==> config.mk <==
export PLATFORM = sky130hd
export DESIGN_NAME = phy_config_control_regs
export DESIGN_NICKNAME = d
export VERILOG_FILES = /design/src/rtl/phy_cfg_pkg.sv /design/src/rtl/duplex_mdix_resolver.sv /design/src/rtl/phy_config_control_regs.sv
export VERILOG_INCLUDE_DIRS = /design/src /design/src/rtl
export SDC_FILE = /design/constraint.sdc
export NUM_CORES = 1
export LEC_CHECK = 0
export ABC_AREA = 1
export BUFFER_PORTS_ARGS = -buffer_cell sky130_fd_sc_hd__buf_4
export CAP_MARGIN = 20
export CORE_AREA = 2 2 102 128
export DETAILED_ROUTE_END_ITERATION = 12
export DIE_AREA = 0 0 104 130
export PLACE_DENSITY = 0.6
export SLEW_MARGIN = 20
export SYNTH_ARGS = -nofsm -noshare
export SYNTH_HDL_FRONTEND = slang
export SYNTH_SLANG_ARGS = --single-unit
==> constraint.sdc <==
create_clock -name pclk -period 1.9 [get_ports pclk]
set_clock_uncertainty 0.15 [all_clocks]
set_input_delay 0.38 -clock pclk [delete_from_list [all_inputs] [get_ports pclk]]
set_output_delay 0.38 -clock pclk [all_outputs]
set_load 0.02 [all_outputs]
==> src/rtl/phy_cfg_cfg.svh <==
// Register map, field positions, reset values and timing constants
`ifndef PHY_CFG_CFG_SVH
`define PHY_CFG_CFG_SVH

// Printed register indexes; the byte address is four times the index
`define IDX_CONFIG_THREE 6'h1e
`define IDX_DEVICE_CONTROL 6'h1f
`define IDX_TEST_CHANNEL_CONTROL 6'h25
`define IDX_FAST_DROP_CONFIG 6'h2d
`define APB_ADDR_LSB 2

// config_three fields
`define C3_EXT_FD 11
`define C3_ROBUST_MDIX 9
`define C3_FAST_MDIX 8
`define C3_INT_OE 7
`define C3_FORCE_INT 6
`define C3_CT_FAILED 2
`define C3_CT_COMPLETE 1
`define C3_CT_LAUNCH 0
`define C3_RST 16'h0002

// device_control fields
`define CTL_SOFT_FULL_RESET 15
`define CTL_SOFT_RESTART 14

// test_channel_control fields
`define TC_ALL 7
`define TC_SEL_HI 6
`define TC_SEL_LO 5
`define TC_RSVD_HI 8'h04
`define TC_SEL_RST 3'h0

// fast_drop_config fields
`define FD_ENABLE 15
`define FD_GIGABIT 14
`define FD_STS_HI 12
`define FD_STS_LO 8
`define FD_SRC_HI 4
`define FD_SRC_LO 0
`define FD_NUM 5

// Crossover retry slot times and derived cycle counts
`define CLK_PERIOD_NS 5
`define MDIX_SLOT_NS 62000
`define MDIX_FAST_SLOT_NS 8000
`define MDIX_SLOT_CYC (`MDIX_SLOT_NS / `CLK_PERIOD_NS)
`define MDIX_FAST_SLOT_CYC (`MDIX_FAST_SLOT_NS / `CLK_PERIOD_NS)

`endif

==> src/rtl/phy_cfg_pkg.sv <==
// Types shared by the configuration register block
package phy_cfg_pkg;
	typedef enum logic {
		CT_IDLE,
		CT_RUN
	} cable_test_state_t;

	typedef enum logic [1:0] {
		MDIX_NORMAL,
		MDIX_HUNT,
		MDIX_HELD
	} mdix_state_t;
endpackage

==> src/rtl/duplex_mdix_resolver.sv <==
// Duplex choice and crossover resolution for the copper link
`timescale 1ns/1ps
`include "phy_cfg_cfg.svh"
module duplex_mdix_resolver #(
	parameter int SLOT_CYC = `MDIX_SLOT_CYC,
	parameter int FAST_SLOT_CYC = `MDIX_FAST_SLOT_CYC
) (
	input wire logic pclk,
	input wire logic presetn,
	input wire logic restart,
	input wire logic ext_fd_en,
	input wire logic robust_en,
	input wire logic fast_en,
	input wire logic local_autoneg,
	input wire logic local_forced_100,
	input wire logic partner_forced_100,
	input wire logic ieee_full_duplex,
	input wire logic mdix_detect_valid,
	input wire logic mdix_detect_cross,
	input wire logic link_up,
	output logic full_duplex,
	output logic mdix_cross
);
	phy_cfg_pkg::mdix_state_t state_q;
	logic [23:0] slot_cnt_q;
	logic [23:0] slot_len;
	logic [7:0] lfsr_q;
	logic cross_q;
	logic duplex_q;
	logic both_forced;
	logic fallback_en;
	logic slot_end;

	// Forced-versus-forced only, local autoneg off: normal detection stalls here
	assign both_forced = local_forced_100 && !local_autoneg && partner_forced_100;
	assign fallback_en = robust_en || (fast_en && both_forced);
	assign slot_len = (fast_en && both_forced) ? 24'(FAST_SLOT_CYC) : 24'(SLOT_CYC);
	assign slot_end = (slot_cnt_q >= slot_len - 24'h000001);

	always_ff @(posedge pclk or negedge presetn) begin
		if (!presetn) begin
			duplex_q <= 1'b0;
		end else if (ext_fd_en && partner_forced_100 && (local_autoneg || local_forced_100)) begin
			duplex_q <= 1'b1;
		end else begin
			duplex_q <= ieee_full_duplex;
		end
	end

	// Random bit breaks lockstep when both ends hunt with the same timer
	always_ff @(posedge pclk or negedge presetn) begin
		if (!presetn) begin
			lfsr_q <= 8'h5a;
		end else begin
			lfsr_q <= {lfsr_q[6:0], lfsr_q[7] ^ lfsr_q[5] ^ lfsr_q[4] ^ lfsr_q[3]};
		end
	end

	always_ff @(posedge pclk or negedge presetn) begin
		if (!presetn) begin
			state_q <= phy_cfg_pkg::MDIX_NORMAL;
			slot_cnt_q <= 24'h000000;
			cross_q <= 1'b0;
		end else if (restart) begin
			state_q <= phy_cfg_pkg::MDIX_NORMAL;
			slot_cnt_q <= 24'h000000;
			cross_q <= 1'b0;
		end else begin
			case (state_q)
				phy_cfg_pkg::MDIX_NORMAL: begin
					slot_cnt_q <= 24'h000000;
					if (mdix_detect_valid) begin
						cross_q <= mdix_detect_cross;
					end else if (fallback_en && !link_up) begin
						state_q <= phy_cfg_pkg::MDIX_HUNT;
					end
				end
				phy_cfg_pkg::MDIX_HUNT: begin
					if (mdix_detect_valid) begin
						cross_q <= mdix_detect_cross;
						state_q <= phy_cfg_pkg::MDIX_NORMAL;
					end else if (link_up) begin
						state_q <= phy_cfg_pkg::MDIX_HELD;
					end else if (!fallback_en) begin
						state_q <= phy_cfg_pkg::MDIX_NORMAL;
					end else if (slot_end) begin
						slot_cnt_q <= 24'h000000;
						if (lfsr_q[0]) begin
							cross_q <= !cross_q;
						end
					end else begin
						slot_cnt_q <= slot_cnt_q + 24'h000001;
					end
				end
				phy_cfg_pkg::MDIX_HELD: begin
					if (!link_up) begin
						slot_cnt_q <= 24'h000000;
						state_q <= phy_cfg_pkg::MDIX_NORMAL;
					end
				end
				default: begin
					state_q <= phy_cfg_pkg::MDIX_NORMAL;
				end
			endcase
		end
	end

	assign full_duplex = duplex_q;
	assign mdix_cross = cross_q;
endmodule

==> src/rtl/phy_config_control_regs.sv <==
// Configuration and control register bank with APB access
`timescale 1ns/1ps
`include "phy_cfg_cfg.svh"
// How it works
// - Extended duplex set, partner forced 100 and local autoneg or forced 100: link runs full duplex.
// - Extended duplex clear: duplex follows standard resolution.
// - Robust crossover resolves where normal detection stalls, without deadlock.
// - Fast crossover shortens resolution when both ends forced 100, no autoneg.
// - Interrupt output enable makes shared pad an interrupt output, else power-down input.
// - Force interrupt bit asserts the interrupt pin regardless of events.
// - Reserved fields ignore writes and read zero, except the test channel upper byte, which reads 0x04.
// - Writing one to cable-test launch starts a measurement; zero does nothing.
// - Cable-test complete resets to one, reads zero while a test runs.
// - Cable-test failed reads one after a failed test, zero otherwise.
// - Soft full reset resets everything including registers, then clears.
// - Soft restart resets the device but keeps registers, then clears.
// - Test channel top bit set drives test mode on all four channels.
// - Top bit clear: two lower bits pick channel A, B, C or D.
// - Fast drop enable turns on fast link drop, off by default.
// - Fast drop gigabit bit selects gigabit fast drop criteria.
// - Five source bits enable each fast drop criterion independently.
// - Status bit latches high when an enabled criterion drops the link.
module phy_config_control_regs #(
	parameter int MDIX_SLOT_CYC = `MDIX_SLOT_CYC,
	parameter int MDIX_FAST_SLOT_CYC = `MDIX_FAST_SLOT_CYC
) (
	input wire logic pclk,
	input wire logic presetn,
	input wire logic psel,
	input wire logic penable,
	input wire logic pwrite,
	input wire logic [7:0] paddr,
	input wire logic [31:0] pwdata,
	input wire logic [3:0] pstrb,
	output logic [31:0] prdata,
	output logic pready,
	output logic pslverr,
	input wire logic local_autoneg,
	input wire logic local_forced_100,
	input wire logic partner_forced_100,
	input wire logic ieee_full_duplex,
	input wire logic mdix_detect_valid,
	input wire logic mdix_detect_cross,
	input wire logic link_up,
	output logic full_duplex,
	output logic mdix_cross,
	input wire logic irq_event,
	input wire logic irq_powerdown_pad_i,
	output logic irq_powerdown_pad_o,
	output logic irq_powerdown_pad_oe,
	output logic powerdown_req,
	output logic cable_test_start,
	output logic cable_test_busy,
	input wire logic cable_test_finish,
	input wire logic cable_test_fail,
	output logic device_reset,
	output logic device_restart,
	output logic [3:0] test_channel_drive,
	output logic fast_drop_enable,
	output logic fast_drop_gigabit,
	output logic [`FD_NUM-1:0] fast_drop_criteria,
	input wire logic [`FD_NUM-1:0] fast_drop_cause
);
	// Bus decode
	logic [5:0] idx;
	logic addr_hit;
	logic wr_acc;
	logic rd_acc;
	logic [15:0] wmask;
	logic [15:0] wval;
	logic sel_c3;
	logic sel_ctl;
	logic sel_tc;
	logic sel_fd;

	// Stored fields
	logic ext_fd_q;
	logic robust_q;
	logic fast_mdix_q;
	logic int_oe_q;
	logic force_int_q;
	logic ct_launch_q;
	logic ct_complete_q;
	logic ct_failed_q;
	phy_cfg_pkg::cable_test_state_t ct_state_q;
	logic ct_start_q;
	logic soft_full_reset_q;
	logic soft_restart_q;
	logic [2:0] test_channel_select_q;
	logic fd_enable_q;
	logic fd_gigabit_q;
	logic [`FD_NUM-1:0] fd_src_q;
	logic [`FD_NUM-1:0] fd_sts_q;
	logic [`FD_NUM-1:0] fd_sts_d;
	logic irq_pad_meta_q;
	logic irq_pad_sync_q;
	logic irq_drive_q;
	logic [31:0] prdata_q;
	logic pslverr_q;
	logic [15:0] rd_word;

	assign idx = paddr[7:`APB_ADDR_LSB];
	assign sel_c3 = (idx == `IDX_CONFIG_THREE);
	assign sel_ctl = (idx == `IDX_DEVICE_CONTROL);
	assign sel_tc = (idx == `IDX_TEST_CHANNEL_CONTROL);
	assign sel_fd = (idx == `IDX_FAST_DROP_CONFIG);
	assign addr_hit = sel_c3 || sel_ctl || sel_tc || sel_fd;
	// Zero wait states: every access completes in its first access cycle
	assign wr_acc = psel && penable && pwrite && addr_hit;
	assign rd_acc = psel && penable && !pwrite && addr_hit;
	assign wmask = {{8{pstrb[1]}}, {8{pstrb[0]}}};
	assign wval = pwdata[15:0];

	// Soft full reset acts one cycle after the write, also clearing itself
	always_ff @(posedge pclk or negedge presetn) begin
		if (!presetn) begin
			soft_full_reset_q <= 1'b0;
		end else if (soft_full_reset_q) begin
			soft_full_reset_q <= 1'b0;
		end else begin
			soft_full_reset_q <= wr_acc && sel_ctl && wmask[`CTL_SOFT_FULL_RESET] && wval[`CTL_SOFT_FULL_RESET];
		end
	end

	always_ff @(posedge pclk or negedge presetn) begin
		if (!presetn) begin
			soft_restart_q <= 1'b0;
		end else if (soft_full_reset_q || soft_restart_q) begin
			soft_restart_q <= 1'b0;
		end else begin
			soft_restart_q <= wr_acc && sel_ctl && wmask[`CTL_SOFT_RESTART] && wval[`CTL_SOFT_RESTART];
		end
	end

	// config_three control bits; reserved bits have no storage
	always_ff @(posedge pclk or negedge presetn) begin
		if (!presetn) begin
			ext_fd_q <= 1'b0;
			robust_q <= 1'b0;
			fast_mdix_q <= 1'b0;
			int_oe_q <= 1'b0;
			force_int_q <= 1'b0;
			ct_launch_q <= 1'b0;
		end else if (soft_full_reset_q) begin
			ext_fd_q <= 1'b0;
			robust_q <= 1'b0;
			fast_mdix_q <= 1'b0;
			int_oe_q <= 1'b0;
			force_int_q <= 1'b0;
			ct_launch_q <= 1'b0;
		end else if (wr_acc && sel_c3) begin
			if (wmask[`C3_EXT_FD]) begin
				ext_fd_q <= wval[`C3_EXT_FD];
				robust_q <= wval[`C3_ROBUST_MDIX];
				fast_mdix_q <= wval[`C3_FAST_MDIX];
			end
			if (wmask[`C3_INT_OE]) begin
				int_oe_q <= wval[`C3_INT_OE];
				force_int_q <= wval[`C3_FORCE_INT];
				ct_launch_q <= wval[`C3_CT_LAUNCH];
			end
		end
	end

	// Cable test sequencing; a new launch outranks a finish in the same cycle
	always_ff @(posedge pclk or negedge presetn) begin
		if (!presetn) begin
			ct_start_q <= 1'b0;
		end else begin
			ct_start_q <= wr_acc && sel_c3 && wmask[`C3_CT_LAUNCH] && wval[`C3_CT_LAUNCH]
				&& !soft_full_reset_q && !soft_restart_q;
		end
	end

	always_ff @(posedge pclk or negedge presetn) begin
		if (!presetn) begin
			ct_state_q <= phy_cfg_pkg::CT_IDLE;
			ct_complete_q <= 1'b1;
			ct_failed_q <= 1'b0;
		end else if (soft_full_reset_q || soft_restart_q) begin
			ct_state_q <= phy_cfg_pkg::CT_IDLE;
			ct_complete_q <= 1'b1;
			ct_failed_q <= 1'b0;
		end else begin
			case (ct_state_q)
				phy_cfg_pkg::CT_IDLE: begin
					if (ct_start_q) begin
						ct_state_q <= phy_cfg_pkg::CT_RUN;
						ct_complete_q <= 1'b0;
						ct_failed_q <= 1'b0;
					end
				end
				phy_cfg_pkg::CT_RUN: begin
					if (ct_start_q) begin
						ct_failed_q <= 1'b0;
					end else if (cable_test_finish) begin
						ct_state_q <= phy_cfg_pkg::CT_IDLE;
						ct_complete_q <= 1'b1;
						ct_failed_q <= cable_test_fail;
					end
				end
				default: begin
					ct_state_q <= phy_cfg_pkg::CT_IDLE;
				end
			endcase
		end
	end

	// test_channel_control: only the select field is writable
	always_ff @(posedge pclk or negedge presetn) begin
		if (!presetn) begin
			test_channel_select_q <= `TC_SEL_RST;
		end else if (soft_full_reset_q) begin
			test_channel_select_q <= `TC_SEL_RST;
		end else if (wr_acc && sel_tc && wmask[`TC_ALL]) begin
			test_channel_select_q <= wval[`TC_ALL:`TC_SEL_LO];
		end
	end

	genvar ch;
	generate
		for (ch = 0; ch < 4; ch++) begin : g_chan
			always_ff @(posedge pclk or negedge presetn) begin
				if (!presetn) begin
					test_channel_drive[ch] <= 1'b0;
				end else begin
					test_channel_drive[ch] <= test_channel_select_q[2]
						|| (test_channel_select_q[1:0] == 2'(ch));
				end
			end
		end
	endgenerate

	// fast_drop_config controls
	always_ff @(posedge pclk or negedge presetn) begin
		if (!presetn) begin
			fd_enable_q <= 1'b0;
			fd_gigabit_q <= 1'b0;
			fd_src_q <= '0;
		end else if (soft_full_reset_q) begin
			fd_enable_q <= 1'b0;
			fd_gigabit_q <= 1'b0;
			fd_src_q <= '0;
		end else if (wr_acc && sel_fd) begin
			if (wmask[`FD_ENABLE]) begin
				fd_enable_q <= wval[`FD_ENABLE];
				fd_gigabit_q <= wval[`FD_GIGABIT];
			end
			if (wmask[`FD_SRC_LO]) begin
				fd_src_q <= wval[`FD_SRC_HI:`FD_SRC_LO];
			end
		end
	end

	// Latched status: a new cause in the read cycle survives the clear
	genvar fb;
	generate
		for (fb = 0; fb < `FD_NUM; fb++) begin : g_fd
			always_comb begin
				fd_sts_d[fb] = fd_sts_q[fb];
				if (rd_acc && sel_fd) begin
					fd_sts_d[fb] = 1'b0;
				end
				if (fd_enable_q && fd_src_q[fb] && fast_drop_cause[fb]) begin
					fd_sts_d[fb] = 1'b1;
				end
			end
		end
	endgenerate

	always_ff @(posedge pclk or negedge presetn) begin
		if (!presetn) begin
			fd_sts_q <= '0;
		end else if (soft_full_reset_q) begin
			fd_sts_q <= '0;
		end else begin
			fd_sts_q <= fd_sts_d;
		end
	end

	always_ff @(posedge pclk or negedge presetn) begin
		if (!presetn) begin
			fast_drop_enable <= 1'b0;
			fast_drop_gigabit <= 1'b0;
			fast_drop_criteria <= '0;
		end else begin
			fast_drop_enable <= fd_enable_q;
			fast_drop_gigabit <= fd_gigabit_q;
			fast_drop_criteria <= fd_enable_q ? fd_src_q : '0;
		end
	end

	// Pad input is asynchronous: two flops before use
	always_ff @(posedge pclk or negedge presetn) begin
		if (!presetn) begin
			irq_pad_meta_q <= 1'b1;
			irq_pad_sync_q <= 1'b1;
		end else begin
			irq_pad_meta_q <= irq_powerdown_pad_i;
			irq_pad_sync_q <= irq_pad_meta_q;
		end
	end

	// Interrupt is active low on the pad; power-down input is active low too
	always_ff @(posedge pclk or negedge presetn) begin
		if (!presetn) begin
			irq_drive_q <= 1'b0;
			powerdown_req <= 1'b0;
		end else begin
			irq_drive_q <= force_int_q || irq_event;
			powerdown_req <= !int_oe_q && !irq_pad_sync_q;
		end
	end

	assign irq_powerdown_pad_oe = int_oe_q;
	assign irq_powerdown_pad_o = !irq_drive_q;

	duplex_mdix_resolver #(
		.SLOT_CYC(MDIX_SLOT_CYC),
		.FAST_SLOT_CYC(MDIX_FAST_SLOT_CYC)
	) u_resolver (
		.pclk(pclk),
		.presetn(presetn),
		.restart(soft_full_reset_q || soft_restart_q),
		.ext_fd_en(ext_fd_q),
		.robust_en(robust_q),
		.fast_en(fast_mdix_q),
		.local_autoneg(local_autoneg),
		.local_forced_100(local_forced_100),
		.partner_forced_100(partner_forced_100),
		.ieee_full_duplex(ieee_full_duplex),
		.mdix_detect_valid(mdix_detect_valid),
		.mdix_detect_cross(mdix_detect_cross),
		.link_up(link_up),
		.full_duplex(full_duplex),
		.mdix_cross(mdix_cross)
	);

	// Read mux; reserved bits read zero apart from the fixed upper byte
	always_comb begin
		rd_word = 16'h0000;
		if (sel_c3) begin
			rd_word[`C3_EXT_FD] = ext_fd_q;
			rd_word[`C3_ROBUST_MDIX] = robust_q;
			rd_word[`C3_FAST_MDIX] = fast_mdix_q;
			rd_word[`C3_INT_OE] = int_oe_q;
			rd_word[`C3_FORCE_INT] = force_int_q;
			rd_word[`C3_CT_FAILED] = ct_failed_q;
			rd_word[`C3_CT_COMPLETE] = ct_complete_q;
			rd_word[`C3_CT_LAUNCH] = ct_launch_q;
		end else if (sel_ctl) begin
			rd_word[`CTL_SOFT_FULL_RESET] = soft_full_reset_q;
			rd_word[`CTL_SOFT_RESTART] = soft_restart_q;
		end else if (sel_tc) begin
			rd_word = {`TC_RSVD_HI, test_channel_select_q, 5'h00};
		end else if (sel_fd) begin
			rd_word[`FD_ENABLE] = fd_enable_q;
			rd_word[`FD_GIGABIT] = fd_gigabit_q;
			rd_word[`FD_STS_HI:`FD_STS_LO] = fd_sts_q;
			rd_word[`FD_SRC_HI:`FD_SRC_LO] = fd_src_q;
		end
	end

	// Read data captured in setup so it stands through the access cycle
	always_ff @(posedge pclk or negedge presetn) begin
		if (!presetn) begin
			prdata_q <= 32'h00000000;
			pslverr_q <= 1'b0;
		end else if (psel && !penable) begin
			prdata_q <= pwrite ? 32'h00000000 : {16'h0000, rd_word};
			pslverr_q <= !addr_hit;
		end
	end

	assign pready = 1'b1;
	assign prdata = prdata_q;
	assign pslverr = pslverr_q && psel && penable;
	assign cable_test_start = ct_start_q;
	assign cable_test_busy = (ct_state_q == phy_cfg_pkg::CT_RUN);
	assign device_reset = soft_full_reset_q;
	assign device_restart = soft_restart_q;
endmodule

==> metrics.csv <==
metric;value;unit
worst flop-to-flop path endpoint;u_resolver.mdix_cross;
Synth Register Bits;94;
Area after DPL;5420;um2
GR Overflow Total;0;
CP Class;flop to flop;
Post-route DRC;0;
Yosys Warn Count;0;
Finish-stage setup viols;16;
# diodes;0;
IO Pins;119;
Pwr Density;702;nW/um2
CTS sink cnt;94;
Post-synth EDFFs;0;
clock root cell;clkbuf_16;
Post-Route Setup TNS;-2.25;ns
LEAKAGE;3.11;nW
top cells by area, synth;dfrtp_1, nand2_1, inv_1;
clk_lat worst skew;0.35;ns
hold slack;0.0699;ns
ys flop type;dfrtp_1;
synthesized area;4460;um2
first-pass GRT wire length;17700;um
Synth cell types;39;
Total Nets Final;719;
sequential element share of the synthesized area;0.529;
WL final;10900;um
commonest non-fill, non-tap cell in the layout;nand2_1;
Avg WL per Cell;13.3;um
clock-pin slew on the worst setup and hold paths;0.07;ns
fillers;1226;
Synth area leader;dfrtp_1;
violated checks;setup timing;
cell count after synthesis;534;
number of H-tree levels;3;
synthesized area per cell;8.36;um2
CTS tree;built;
crit path time final;2.10;ns
reg-to-reg startpoint;fast_mdix_q;
Bufs on Longest Clock Path;2;
gp weighted congestion;0.858;
Async S/R FF share, synth;1.00;
commonest non-fill, non-tap cells in the layout;nand2_1, buf_4, dfrtp_1, inv_1, nor2_1;
final worst setup slack;-0.198;ns
vias per cell;4.63;
vias in the first global route;3781;
Via Count;3799;
Crit Path Max Fanout;4;
CP Launch Type;flop;
Hold Crit Start;irq_event;
worst r2r path cells;13;
outcome;complete, but fails checks;
Synth-to-Final Area Change;32.6;%
core area;12400;um2
Max VDD drop;0.000487;V
number of port buffers;77;
fmax;477;MHz
maxcap violations;0;
fin area;5910;um2
# rows;46;
Num CTS Buffers;9;
hold depth;2;
Worst Path Required;1.99;ns
layout cell share with drive strength beyond 1;0.268;
initial core utilization;0.359;
share of the synthesized area in the top cell type;0.488;
Reg2Reg Setup Slack;-0.20;ns
DR iter-0 viols;99;
die area;13500;um2
hold endpoint;irq_drive_q;
WP data arrival;2.19;ns
Detailed Routing Iterations Pass 1;4;
HPWL after DPL;8200;um
Fin. Hold Viols;0;
CP endpoint kind;flop;
RSZ-0062 raised after global routing;yes;
initial antenna violation count;0;
DRT antenna net count;0;
largest net degree at the start of global routing;41;
Final Cycle Share;1.10;
Die X;104;um
min-delay worst type;input pin to flop;
Die Y;130;um
Tot GR Track Use;0.165;
Final Max Tran Viols;0;
Final Util;0.476;
==> synth_stat cells, types with 2 or more instances <==
cell      number
a22o_1         2
xor2_1         2
o21bai_1       5
nor2_2         2
ha_1           7
nor2_1        62
nand2_2        3
buf_6          3
nand2_1      143
nand3_1       46
nand3b_1       2
o21ai_0       24
xnor2_1        2
a21oi_1        9
inv_1         66
inv_2          2
nand4_1        5
a32oi_1        3
buf_4         19
clkbuf_1       6
conb_1         2
dfrtp_1       87
a21o_1         2
nor3_1         7
dfstp_2        7
or2_2          3
==> worst max-delay path, stage by stage (launching register included) <==
cell and delay (ns):
dfrtp_1 0.39, nand4_1 0.23, buf_4 0.23, ha_4 0.27
nand3_2 0.07, nor2_2 0.10, nand2_1 0.08, nand3_2 0.10
buf_6 0.13, nand2_4 0.04, nand2_2 0.07, nand2_1 0.05
nand2_1 0.06, nand2_1 0.04
==> cell families (layout without fill, tap and decap cells) <==
| kind of cell | Yosys count | in the layout | share of synthesized area |
|---|---|---|---|
| AND/OR/NAND/NOR | 277 | 277 | 0.265 |
| XOR/XNOR | 4 | 4 | 0.00785 |
| AO/OA/AOI/OAI | 54 | 54 | 0.0746 |
| adder cells (fa/ha/maj) | 7 | 7 | 0.0196 |
| buffers and inverters | 96 | 198 | 0.102 |
| other | 2 | 18 | 0.00168 |
| flip-flops | 94 | 94 | 0.529 |
==> report_power, final <==
group          switching, mW  leakage [nW]  internal (mW)  total (mW)
Combinational          0.146          1.69         0.0940       0.240
Sequential           0.00727          1.27           2.01        2.02
Clock                  0.838         0.151           1.05        1.89
==> cell type report <==
cell class	count	area [um2]	area share
clock buffers	9	225	0.0381
multi-input cells	360	1820	0.308
inverters	68	263	0.0444
repair buffers	114	948	0.160
well taps	168	210	0.0355
flip-flops and latches	94	2360	0.399
clock inverters	7	86.3	0.0146
==> worst max path at each step <==
stage	from	end
global route	fast_mdix_q	u_resolver.mdix_cross
CTS	fast_mdix_q	u_resolver.slot_cnt_q[8]
floorplan	local_autoneg	u_resolver.slot_cnt_q[12]
detailed placement	local_autoneg	u_resolver.slot_cnt_q[6]
finish	fast_mdix_q	u_resolver.mdix_cross
global placement	local_autoneg	u_resolver.mdix_cross
==> stage by stage <==
stage          cells  worst slack [ns]  power [mW]
2_1_floorplan    550            0.0138        2.17
3_3_place_gp     799            -0.295        2.30
3_5_place_dp     799            -0.322        2.30
4_1_cts          818            -0.198        4.21
5_1_grt          820            -0.381        4.31
6_report         820            -0.198        4.15
==> what timing repair did <==
action / in CTS / in global routing
setup endpoints to repair: 25 / 25
buffers inserted: 1 / 1
hold endpoints to repair: 23 / 0
resized for setup: 11 / 23
gates cloned: 0 / 1
hold buffers: 2 / 0
pin swaps: 1 / 6
==> flip-flops by register name, summed over array words and instances, names as in the netlist, 2 cells and up <==
| name | flops |
|---|---|
| fd_sts_q | 5 |
| test_channel_drive | 4 |
| u_resolver.slot_cnt_q | 24 |
| fast_drop_criteria | 5 |
| prdata | 15 |
| u_resolver.state_q | 2 |
| fd_src_q | 5 |
| test_channel_select_q | 3 |
| u_resolver.lfsr_q | 8 |
==> layer usage <==
| metal | vias up | global-route usage | routed length [um] |
|---|---|---|---|
| li1 | 1881 | - | - |
| met1 | 1808 | 0.192 | 4590 |
| met2 | 91 | 0.295 | 5540 |
| met3 | 19 | 0.0410 | 525 |
| met4 | 0 | 0.0652 | 284 |
| met5 | - | 0 | 0 |
Note: power is estimated with default switching activity, not from simulation.
